--- src/scm_pkg.sv ---
// Constants, types and register map of the sine/cosine encoder card monitor.
// Assumes a 10 MHz clock; software reaches the registers over APB.
package scm_pkg;
	localparam int unsigned CLK_NS        = 100;
	localparam int unsigned TICK_NS       = 1_000_000;
	localparam int unsigned TICK_CYC_DEF  = TICK_NS / CLK_NS;
	localparam int unsigned BLINK_HALF_MS = 500;
	localparam int unsigned DEB_MS        = 2;
	localparam int unsigned LINK_TO_MS    = 100;
	localparam int unsigned Z_PULSE_NS    = 2_500;
	localparam int unsigned Z_PULSE_CYC   = (Z_PULSE_NS + CLK_NS - 1) / CLK_NS;
	localparam int unsigned EXP_MAX_DEF   = 8;

	localparam logic [11:0] ADDR_CTRL     = 12'h000;
	localparam logic [11:0] ADDR_DIV_PRI  = 12'h004;
	localparam logic [11:0] ADDR_DIV_SEC  = 12'h008;
	localparam logic [11:0] ADDR_STATUS   = 12'h00c;
	localparam logic [11:0] ADDR_IRQ_STAT = 12'h010;
	localparam logic [11:0] ADDR_IRQ_MASK = 12'h014;
	localparam logic [11:0] ADDR_ENC_CNT  = 12'h018;
	localparam logic [11:0] ADDR_REF_CNT  = 12'h01c;

	localparam int unsigned CTRL_LINK_OK  = 0;
	localparam int unsigned CTRL_SEL_SEC  = 1;
	localparam int unsigned EV_AB_LOST    = 0;
	localparam int unsigned EV_CD_LOST    = 1;
	localparam int unsigned EV_LINK_DOWN  = 2;
	localparam int unsigned EV_REF_Z      = 3;
	localparam int unsigned EV_W          = 4;

	localparam logic [1:0]  CTRL_RST      = 2'h0;
	localparam logic [3:0]  DIV_RST       = 4'h0;
	localparam logic [EV_W-1:0] MASK_RST  = 4'h0;

	typedef enum logic [1:0] {
		LINK_WAIT,
		LINK_UP,
		LINK_DOWN
	} scm_link_type;
endpackage : scm_pkg

--- src/scm_top.sv ---
// Sine/cosine encoder card monitor: loss detection, indicators, link state, divided output, pulse reference.
// Assumes APB master on clk; all encoder, reference and loss-comparator inputs are asynchronous pins.
//
// Decided for this implementation: the address map and the APB interface to the registers.
`timescale 1ns/1ps
`default_nettype none
module scm_top #(
	parameter int unsigned TICK_CYC = scm_pkg::TICK_CYC_DEF,
	parameter int unsigned EXP_MAX  = scm_pkg::EXP_MAX_DEF,
	parameter int unsigned ACC_W    = 8
) (
	input  wire logic        clk,
	input  wire logic        rst,
	input  wire logic        psel,
	input  wire logic        penable,
	input  wire logic        pwrite,
	input  wire logic [11:0] paddr,
	input  wire logic [31:0] pwdata,
	output logic      [31:0] prdata,
	output logic             pready,
	output logic             pslverr,
	input  wire logic        enc_sin_a,
	input  wire logic        enc_cos_b,
	input  wire logic        enc_abs_c,
	input  wire logic        enc_abs_d,
	input  wire logic        enc_index_ref,
	input  wire logic        enc_ab_loss,
	input  wire logic        enc_cd_loss,
	input  wire logic        pulse_ref_a,
	input  wire logic        pulse_ref_b,
	input  wire logic        pulse_ref_z,
	output logic             div_out_a,
	output logic             div_out_b,
	output logic             div_out_z,
	output logic             disconnect_indicator,
	output logic             link_state_indicator,
	output logic             irq
);
	import scm_pkg::*;

	localparam int unsigned TW = $clog2(TICK_CYC + 1);
	// Returns {step, up} for a change of a quadrature pair
	function automatic logic [1:0] quad_step(input logic [1:0] prev, input logic [1:0] cur);
		unique case ({prev, cur})
			4'b0010, 4'b1011, 4'b1101, 4'b0100: quad_step = 2'b11;
			4'b0001, 4'b0111, 4'b1110, 4'b1000: quad_step = 2'b10;
			default:                            quad_step = 2'b00;
		endcase
	endfunction : quad_step
	logic [9:0]      raw;
	logic [9:0]      s1_q;
	logic [9:0]      s2_q;
	logic [9:0]      s3_q;
	logic [TW-1:0]   tick_cnt_q;
	logic            tick_q;
	logic [1:0]      lost_q;
	logic [7:0]      deb_cnt_q [2];
	logic [9:0]      half_cnt_q;
	logic            blink_q;
	scm_link_type    link_q;
	logic [7:0]      hb_cnt_q;
	logic            link_enter_up;
	logic            link_enter_down;
	logic [1:0]      ctrl_q;
	logic [3:0]      exp_pri_q;
	logic [3:0]      exp_sec_q;
	logic [3:0]      exp_cur;
	logic [EV_W-1:0] irq_stat_q;
	logic [EV_W-1:0] irq_mask_q;
	logic [EV_W-1:0] ev;
	logic [1:0]      lost_d1_q;
	logic [31:0]     enc_cnt_q;
	logic [31:0]     ref_cnt_q;
	logic [ACC_W-1:0] acc_q;
	logic [ACC_W-1:0] z_cnt_q;
	logic [ACC_W-1:0] div_mask;
	logic [7:0]      z_len_q;
	logic [1:0]      enc_step;
	logic [1:0]      ref_step;
	logic            idx_rise;
	logic            ref_z_rise;
	logic            acc_wr;
	logic            wr_ctrl;
	logic [31:0]     rdata_d;
	logic            hit_d;
	logic [3:0]      wexp;
	// Two-flop synchronisers, third stage only for edge detection
	assign raw = {enc_ab_loss, enc_cd_loss, pulse_ref_z, pulse_ref_b, pulse_ref_a,
		enc_index_ref, enc_abs_d, enc_abs_c, enc_cos_b, enc_sin_a};
	always_ff @(posedge clk or posedge rst) begin
		if (rst) begin
			s1_q <= 10'h000;
			s2_q <= 10'h000;
			s3_q <= 10'h000;
		end else begin
			s1_q <= raw;
			s2_q <= s1_q;
			s3_q <= s2_q;
		end
	end
	// The function takes pairs as {A, B}; the pin vector holds B above A
	assign enc_step   = quad_step({s3_q[0], s3_q[1]}, {s2_q[0], s2_q[1]});
	assign ref_step   = quad_step({s3_q[5], s3_q[6]}, {s2_q[5], s2_q[6]});
	assign idx_rise   = s2_q[4] & ~s3_q[4];
	assign ref_z_rise = s2_q[7] & ~s3_q[7];
	// Millisecond enable
	always_ff @(posedge clk or posedge rst) begin
		if (rst) begin
			tick_cnt_q <= '0;
			tick_q     <= 1'b0;
		end else if (tick_cnt_q == TW'(TICK_CYC - 1)) begin
			tick_cnt_q <= '0;
			tick_q     <= 1'b1;
		end else begin
			tick_cnt_q <= tick_cnt_q + TW'(1);
			tick_q     <= 1'b0;
		end
	end
	// Loss debounce: bit 0 A/B pair, bit 1 C/D pair
	always_ff @(posedge clk or posedge rst) begin
		if (rst) begin
			lost_q       <= 2'h0;
			deb_cnt_q[0] <= 8'h00;
			deb_cnt_q[1] <= 8'h00;
		end else begin
			for (int i = 0; i < 2; i++) begin
				if (s2_q[9 - i] == lost_q[i]) begin
					deb_cnt_q[i] <= 8'h00;
				end else if (tick_q) begin
					if (deb_cnt_q[i] == 8'(DEB_MS - 1)) begin
						lost_q[i]    <= s2_q[9 - i];
						deb_cnt_q[i] <= 8'h00;
					end else begin
						deb_cnt_q[i] <= deb_cnt_q[i] + 8'h01;
					end
				end
			end
		end
	end
	// Half-second blink phase, restarted lit on link up
	always_ff @(posedge clk or posedge rst) begin
		if (rst) begin
			half_cnt_q <= 10'h000;
			blink_q    <= 1'b1;
		end else if (link_enter_up) begin
			half_cnt_q <= 10'h000;
			blink_q    <= 1'b1;
		end else if (tick_q) begin
			if (half_cnt_q == 10'(BLINK_HALF_MS - 1)) begin
				half_cnt_q <= 10'h000;
				blink_q    <= ~blink_q;
			end else begin
				half_cnt_q <= half_cnt_q + 10'h001;
			end
		end
	end
	// Link with the control board: it writes CTRL as heartbeat
	assign wr_ctrl = psel && penable && pready && pwrite && paddr == ADDR_CTRL;
	assign link_enter_up = wr_ctrl && pwdata[CTRL_LINK_OK] && link_q != LINK_UP;
	assign link_enter_down = link_q == LINK_UP &&
		((wr_ctrl && !pwdata[CTRL_LINK_OK]) || (tick_q && hb_cnt_q == 8'(LINK_TO_MS - 1)));
	always_ff @(posedge clk or posedge rst) begin
		if (rst) begin
			link_q   <= LINK_WAIT;
			hb_cnt_q <= 8'h00;
		end else begin
			if (wr_ctrl)
				hb_cnt_q <= 8'h00;
			else if (tick_q && link_q == LINK_UP)
				hb_cnt_q <= hb_cnt_q + 8'h01;
			if (link_enter_up)
				link_q <= LINK_UP;
			else if (link_enter_down)
				link_q <= LINK_DOWN;
		end
	end
	// Indicators
	always_ff @(posedge clk or posedge rst) begin
		if (rst) begin
			disconnect_indicator <= 1'b1;
			link_state_indicator <= 1'b1;
		end else begin
			if (lost_q[0])
				disconnect_indicator <= 1'b0;
			else if (lost_q[1])
				disconnect_indicator <= blink_q;
			else
				disconnect_indicator <= 1'b1;
			unique case (link_q)
				LINK_WAIT: link_state_indicator <= 1'b1;
				LINK_UP:   link_state_indicator <= blink_q;
				LINK_DOWN: link_state_indicator <= 1'b0;
				default:   link_state_indicator <= 1'b0;
			endcase
		end
	end
	// Divider by 2**N; one output quadrature step per 2**N input steps
	assign exp_cur  = ctrl_q[CTRL_SEL_SEC] ? exp_sec_q : exp_pri_q;
	assign div_mask = ACC_W'((9'h001 << exp_cur) - 9'h001);
	always_ff @(posedge clk or posedge rst) begin
		if (rst) begin
			acc_q     <= '0;
			div_out_a <= 1'b0;
			div_out_b <= 1'b0;
		end else if (enc_step[1]) begin
			if (enc_step[0]) begin
				if (acc_q >= div_mask) begin
					acc_q     <= '0;
					div_out_a <= ~div_out_b;
					div_out_b <= div_out_a;
				end else begin
					acc_q <= acc_q + ACC_W'(1);
				end
			end else if (acc_q == '0) begin
				acc_q     <= div_mask;
				div_out_a <= div_out_b;
				div_out_b <= ~div_out_a;
			end else begin
				acc_q <= acc_q - ACC_W'(1);
			end
		end
	end
	// Divided index: fixed-width pulse keeps Z under 400 kHz
	always_ff @(posedge clk or posedge rst) begin
		if (rst) begin
			z_cnt_q   <= '0;
			z_len_q   <= 8'h00;
			div_out_z <= 1'b0;
		end else begin
			if (idx_rise && z_cnt_q >= div_mask) begin
				z_cnt_q   <= '0;
				z_len_q   <= 8'(Z_PULSE_CYC - 1);
				div_out_z <= 1'b1;
			end else begin
				if (idx_rise)
					z_cnt_q <= z_cnt_q + ACC_W'(1);
				if (z_len_q != 8'h00)
					z_len_q <= z_len_q - 8'h01;
				else
					div_out_z <= 1'b0;
			end
		end
	end
	// Position counters of encoder and pulse reference
	always_ff @(posedge clk or posedge rst) begin
		if (rst) begin
			enc_cnt_q <= 32'h0000_0000;
			ref_cnt_q <= 32'h0000_0000;
		end else begin
			if (enc_step[1])
				enc_cnt_q <= enc_step[0] ? enc_cnt_q + 32'h1 : enc_cnt_q - 32'h1;
			if (ref_step[1])
				ref_cnt_q <= ref_step[0] ? ref_cnt_q + 32'h1 : ref_cnt_q - 32'h1;
		end
	end
	// APB: one wait state, data and answer from flip-flops
	always_comb begin
		hit_d   = 1'b1;
		rdata_d = 32'h0000_0000;
		unique case (paddr)
			ADDR_CTRL:     rdata_d = {30'h0, ctrl_q};
			ADDR_DIV_PRI:  rdata_d = {28'h0, exp_pri_q};
			ADDR_DIV_SEC:  rdata_d = {28'h0, exp_sec_q};
			ADDR_STATUS:   rdata_d = {26'h0, s2_q[3:2], link_q, lost_q};
			ADDR_IRQ_STAT: rdata_d = {28'h0, irq_stat_q};
			ADDR_IRQ_MASK: rdata_d = {28'h0, irq_mask_q};
			ADDR_ENC_CNT:  rdata_d = enc_cnt_q;
			ADDR_REF_CNT:  rdata_d = ref_cnt_q;
			default:       hit_d   = 1'b0;
		endcase
	end
	always_ff @(posedge clk or posedge rst) begin
		if (rst) begin
			pready  <= 1'b0;
			pslverr <= 1'b0;
			prdata  <= 32'h0000_0000;
		end else if (psel && penable && !pready) begin
			pready  <= 1'b1;
			pslverr <= ~hit_d;
			prdata  <= pwrite ? 32'h0000_0000 : rdata_d;
		end else begin
			pready  <= 1'b0;
			pslverr <= 1'b0;
		end
	end
	assign acc_wr = psel && penable && pready && pwrite;
	assign wexp   = pwdata[7:0] > 8'(EXP_MAX) ? 4'(EXP_MAX) : pwdata[3:0];
	always_ff @(posedge clk or posedge rst) begin
		if (rst) begin
			ctrl_q     <= CTRL_RST;
			exp_pri_q  <= DIV_RST;
			exp_sec_q  <= DIV_RST;
			irq_mask_q <= MASK_RST;
		end else if (acc_wr) begin
			if (paddr == ADDR_CTRL)
				ctrl_q <= pwdata[1:0];
			if (paddr == ADDR_DIV_PRI)
				exp_pri_q <= wexp;
			if (paddr == ADDR_DIV_SEC)
				exp_sec_q <= wexp;
			if (paddr == ADDR_IRQ_MASK)
				irq_mask_q <= pwdata[EV_W-1:0];
		end
	end
	// Sticky events, write one to clear, a new event wins
	assign ev = {ref_z_rise, link_enter_down, lost_q & ~lost_d1_q};
	always_ff @(posedge clk or posedge rst) begin
		if (rst) begin
			lost_d1_q  <= 2'h0;
			irq_stat_q <= '0;
			irq        <= 1'b0;
		end else begin
			lost_d1_q <= lost_q;
			if (acc_wr && paddr == ADDR_IRQ_STAT)
				irq_stat_q <= (irq_stat_q & ~pwdata[EV_W-1:0]) | ev;
			else
				irq_stat_q <= irq_stat_q | ev;
			irq <= |(irq_stat_q & irq_mask_q);
		end
	end
endmodule : scm_top
`default_nettype wire

--- config.mk ---
export PLATFORM = sky130hd
export DESIGN_NAME = scm_top
export DESIGN_NICKNAME = d
export VERILOG_FILES = /design/src/scm_pkg.sv /design/src/scm_top.sv
export SDC_FILE = /design/constraint.sdc
export NUM_CORES = 1
export LEC_CHECK = 0
export BUFFER_PORTS_ARGS = -buffer_cell sky130_fd_sc_hd__buf_4
export CORE_ASPECT_RATIO = 1.25
export CORE_MARGIN = 2
export CORE_UTILIZATION = 55
export CTS_CLUSTER_SIZE = 25
export DETAILED_ROUTE_END_ITERATION = 12
export PLACE_DENSITY = 0.84
export RECOVER_POWER = 25
export SYNTH_ARGS = -nofsm -noshare
export SYNTH_HDL_FRONTEND = slang
export SYNTH_SLANG_ARGS = --single-unit
export TNS_END_PERCENT = 100
--- constraint.sdc ---
create_clock -name clk -period 7.46 [get_ports clk]
set_clock_uncertainty 0.2 [all_clocks]
set_input_delay 0.746 -clock clk [delete_from_list [all_inputs] [get_ports clk]]
set_output_delay 0.746 -clock clk [all_outputs]
set_load 0.05 [all_outputs]
# == Word level (Yosys, flattened, before mapping) ==
# Memory sizes are Yosys's and may differ from the RTL's.
# Cells that the tools add are included.
# W data, S select, Z words.
# classes
n_addsub,14
magnitude_cmp,3
n_eq_ne,18
shifts,1
mux,46
bitwise,17
reduce_logical,39
# op_table
cell,n
$pmux W32 S8,1
$mux W8,15
$mux W32,3
$add A32 B1 Y32 const B,2
$sub A32 B1 Y32 const B,2
$eq A12 B5 Y1 const B,4
$add A8 B1 Y8 const B,5
$mux W10,3
$eq A12 B4 Y1 const B,2
$sub A8 B1 Y8 const B,3
$reduce_bool A2 Y1,9
$mux W1,17
$eq A8 B1 Y1 const B,2
$ge A8 B8 Y1,2
$add A14 B1 Y14 const B,1
$eq A14 B14 Y1 const B,1
$mux W14,1
$logic_and A1 B1 Y1,13
$eq A12 B3 Y1 const B,1
$logic_not A12 Y1,1
$mux W4,3
$add A10 B1 Y10 const B,1
$eq A10 B9 Y1 const B,1
$reduce_and A2 Y1,5
other kinds (24),40
# word_totals
ff_bits,230
romBits,64
input_bits,59
out_inout_bits,40
word_cells,173
n_memories,2
# mem_list
name,words,word_bits,rd,rd_clocked_by_memory_dff,write_ports,line,source
(name not given),16,2,1,0,0,scm_top.sv:44,"unique case ({prev, cur})"
(name not given),16,2,1,0,0,scm_top.sv:44,

# == Longest topological paths before layout ==
# logic_depth
ltp_word,9
depth_mapped,18
mapped_depth_nobuf,15

# == Least setup slack after synthesis ==
# No wires, ideal clock.
# synth_path
path_kind,reg2reg
start,register s2_q[0]
end,register enc_cnt_q[31]
setup_ps,124
arrival_time_ps,4111
required_ps,7136
setup_slack_ps,3025
path_stages_with_launch,15
path_buffers,0
synth_period_minus_slack_ps,4435
cell_sequence,dfrtp_1 > inv_1 > ha_1 > mux4_2 > inv_1 > ha_1 > and2_1 > a221o_1 > a221o_1 > or3_4 > o221a_4 > a21o_1 > a21oi_1 > mux2i_1 > o21ai_1
# synth_between
elab_chain_len,2
# synth_rtl
item,line,source
from (decl),scm_top.sv:52,logic [9:0] s2_q;
from (signal assigned),scm_top.sv:97,s2_q <= s1_q;
$mem_v2 Z16 W2 *,--,
$mux W32,scm_top.sv:251,enc_cnt_q <= enc_step[0] ? enc_cnt_q + 32'h1 : enc_cnt_q - 32'h1;
to (signal assigned),scm_top.sv:251,
to (decl),scm_top.sv:72,logic [31:0] enc_cnt_q;
# Mark *: on every way between the ends. The rest lies on a longest branch, timed or not.
# A chain may end at the register's enable or synchronous reset.

# == Final worst setup path ==
# layout_path
start,register s2_q[0]
end,register enc_cnt_q[28]
# Same word-level chain as after synthesis.

==> reports/metrics.yaml <==
logic_synthesis:
  seq_area_frac_synth_pct: 42.0
  synth_enable_flop_cells: 0
  syn_area_mm2: 0.0136
  ys_seq_elements: 228
  synthCells: 1484
  syn_area_per_cell_um2: 9.16
  synth_nets: 1637
  synth_cell_types: 80
  yosysWarnings: 0
  ys.flop_type: "dfrtp_1"
  async_reset_ff_share_pct: 100
status:
  outcome: "finished with violations"
  violations: "max-capacitance violations, max-slew violations"
floorplanning:
  die_w_um: 145
  dieArea_mm2: 0.0260
  core.rowCount: 64
  fp.coreArea_mm2: 0.0244
  die_h_um: 180
  start_util_pct: 55.7
  ios: 99
timing:
  tightest_slew_ps: 4390
  rsz0062_at_grt: "false"
  slew-limit-headroom_pct: -195
  finalCritPeriodShare_pct: 65.2
  tns_ps: 0
  max_freq_mhz: 206
  hold_viol: 0
  fin_ws_ps: 2600
  finalMaxSlewViolations: 104
  setup_viol: 0
  fin_crit_ps: 4860
layout:
  drive_gt1_share_pct: 10.3
  syn2layout_area_growth_pct: 12.1
  layout.cells.non_filler: 1891
  final_util_pct: 62.4
  n_antenna_cell: 0
  fin_nets: 1697
routing:
  antenna_left: 0
  vias: 11245
  wl_per_cell_um: 15.8
  finalWirelength_mm: 29.9
  drc: 0
  drtIter0Drc: 636
  vias_per_cell: 5.95
  firstDrtPassIters: 5
power:
  internal-power_mw: 3.16
  p_leak_nw: 6.70
  pwr_density_cell_mw_per_mm2: 345
  p_comb_share_pct: 45.3
  vdd_drop_max_mv: 0.197
  seqPwrFrac_pct: 32.8
  clkPwrFrac_pct: 21.9
  fin_total_pwr_mw: 5.25
  p_switching_mw: 2.09
  p_sw_share_pct: 39.8
cts:
  clkSinkCount: 228
  cts.clk_slew.worst_paths_ps: 60
  clk_latency_ps: 550
  ctsResizeCount: 0
  clock_path_buffers: 3
  root_buffer: "clkbuf_16"
  hold_buffers: 0
  cts_buffers: 24
  htreeDepth: 1
  tritoncts: "done"
  postCtsSetupBuffers: 0
global_routing:
  grt_max_degree: 104
  grt_pass1_vias: 11119
  grt_antenna_before_repair: 0
  grt_pass1_wl_mm: 50.6
  grt_usage_pct: 23.2
  grt_overflow: 0
placement:
  dpl_worst_slack_ps: 2640
  dp_hpwl_mm: 21.1
  placedCellCount: 1848
  place.gp.congestion: 0.895
  io_buffers: 74
worst_hold_path:
  worstHoldStart: "enc_abs_d"
  min_path_type: "in2reg"
critical_path:
  cp.required_ps: 7640
  path_class: "reg2reg"
  critPathLaunchType: "register"
  critPathLaunch: "s2_q[0]"
  cp.arrival_ps: 5040
  end_kind: "register"
  reg2reg_from: "s2_q[0]"
  path_max_fanout: 22
flow_run:
  cap_viol_max_count: 1
==> metrics by stage <==
| step | hold WS, ps | cell area [µm²] |
|---|---|---|
| after floorplan | 131 | 13600 |
| after global placement | 132 | 14500 |
| after detailed placement | 136 | 14500 |
| after CTS | 90.1 | 15200 |
| after global routing | 111 | 15200 |
| final | 126 | 15200 |
==> metal layers <==
metal / vias up / part of all wire (%) / track usage, %
li1: 5489 / - / -
met1: 5374 / 41 / 28.4
met2: 299 / 51 / 40.7
met3: 83 / 4.6 / 3.49
met4: 0 / 3.4 / 9.55
met5: - / 0 / 0
==> Yosys cell counts, types with 7 or more instances <==
cell type  count  area share [%]
nor3_1        30             1.1
a31oi_1       13            0.60
ha_1          92             8.5
nor2_1        99             2.7
and2_1         8            0.37
clkbuf_1      38             1.0
buf_2          7            0.26
o211ai_1      10            0.55
a21o_1        25             1.4
and3_1        24             1.1
inv_1         48             1.3
a22oi_1       33             1.8
nand2_1      201             5.6
nand2b_1      16            0.74
mux2_2        14             1.2
xor2_1        57             3.7
dfrtp_1      225              41
a21oi_1       67             2.5
or3_1          8            0.37
xnor2_1       40             2.6
o21a_1        12            0.66
mux2i_1       14             1.0
o21bai_1      10            0.55
a211oi_1      10            0.55
o31ai_1       12            0.66
nor2b_1       17            0.78
nand3_1       48             1.8
nor3b_1        7            0.39
nand4_1       24             1.1
o21ai_0      162             6.0
nor4_1         9            0.41
==> worst max-delay path, cell delays in order (launching register included) <==
cell     delay (ps)
dfrtp_1         400
inv_1            80
ha_1            190
mux4_2          660
inv_1           620
ha_1            400
nor2b_1         150
o21a_1          180
o21ai_0         400
a21oi_1         190
a32oi_1         440
a31oi_1         220
o21ai_0         340
xor2_1          160
o21ai_0          90
==> cell type report <==
cell class	instances	area, µm²
Clock buffer	40	721
Clock inverter	3	42.5
Fill cell	1938	9190
Inverter	48	181
Multi-Input combinational cell	1159	7540
Sequential cell	228	5710
Tap cell	330	413
Timing Repair Buffer	83	623
==> kinds of logic after synthesis <==
kind of cell | after synthesis | synth area share, %
adder cells (fa/ha/maj) | 94 | 8.76
multiplexers | 31 | 2.69
AND/OR/NAND/NOR | 521 | 18.2
XOR/XNOR | 97 | 6.25
AO/OA/AOI/OAI | 416 | 19.3
buffers and inverters | 97 | 2.74
flip-flops | 228 | 42.0
==> cell usage in the layout (no fill, tap or decap), drive strengths merged, types with 47 or more instances in the layout <==
master	synthesis	final
a21oi	68	68
buf	11	72
clkbuf	38	51
dfrtp	225	225
ha	92	92
inv	48	47
nand2	201	201
nand3	48	48
nor2	102	102
o21ai	167	167
xor2	57	57
==> state kept, by name (all words and copies together) (netlist names), 4 cells and up <==
name        cells
z_cnt_q         8
exp_pri_q       4
exp_sec_q       4
irq_mask_q      4
s2_q           10
enc_cnt_q      32
s3_q            6
s1_q           10
irq_stat_q      4
half_cnt_q     10
ref_cnt_q      32
deb_cnt_q      16
acc_q           8
prdata         32
tick_cnt_q     14
z_len_q         8
hb_cnt_q        8
==> final timing paths <==
path,to,cells after the start,slack [ps]
max in group asynchronous,prdata[7],3,3400
min in group asynchronous,tick_cnt_q[8],2,1350
worst max register to register,enc_cnt_q[28],14,2600
worst min register to register,s2_q[9],0,150
worst max-delay path,enc_cnt_q[28],14,2600
worst min-delay path,s1_q[3],1,130
==> power by group through the flow <==
stage                     combinational [mW]  clock (mW)  sequential (mW)
after CTS                               2.36        1.17             1.71
final                                   2.38        1.15             1.72
after global placement                  2.25           0             1.72
after detailed placement                2.34           0             1.73
after floorplan                         1.94           0             1.65
after global routing                    2.69        1.22             1.75
No activity file was read; power rests on OpenSTA's default activity.
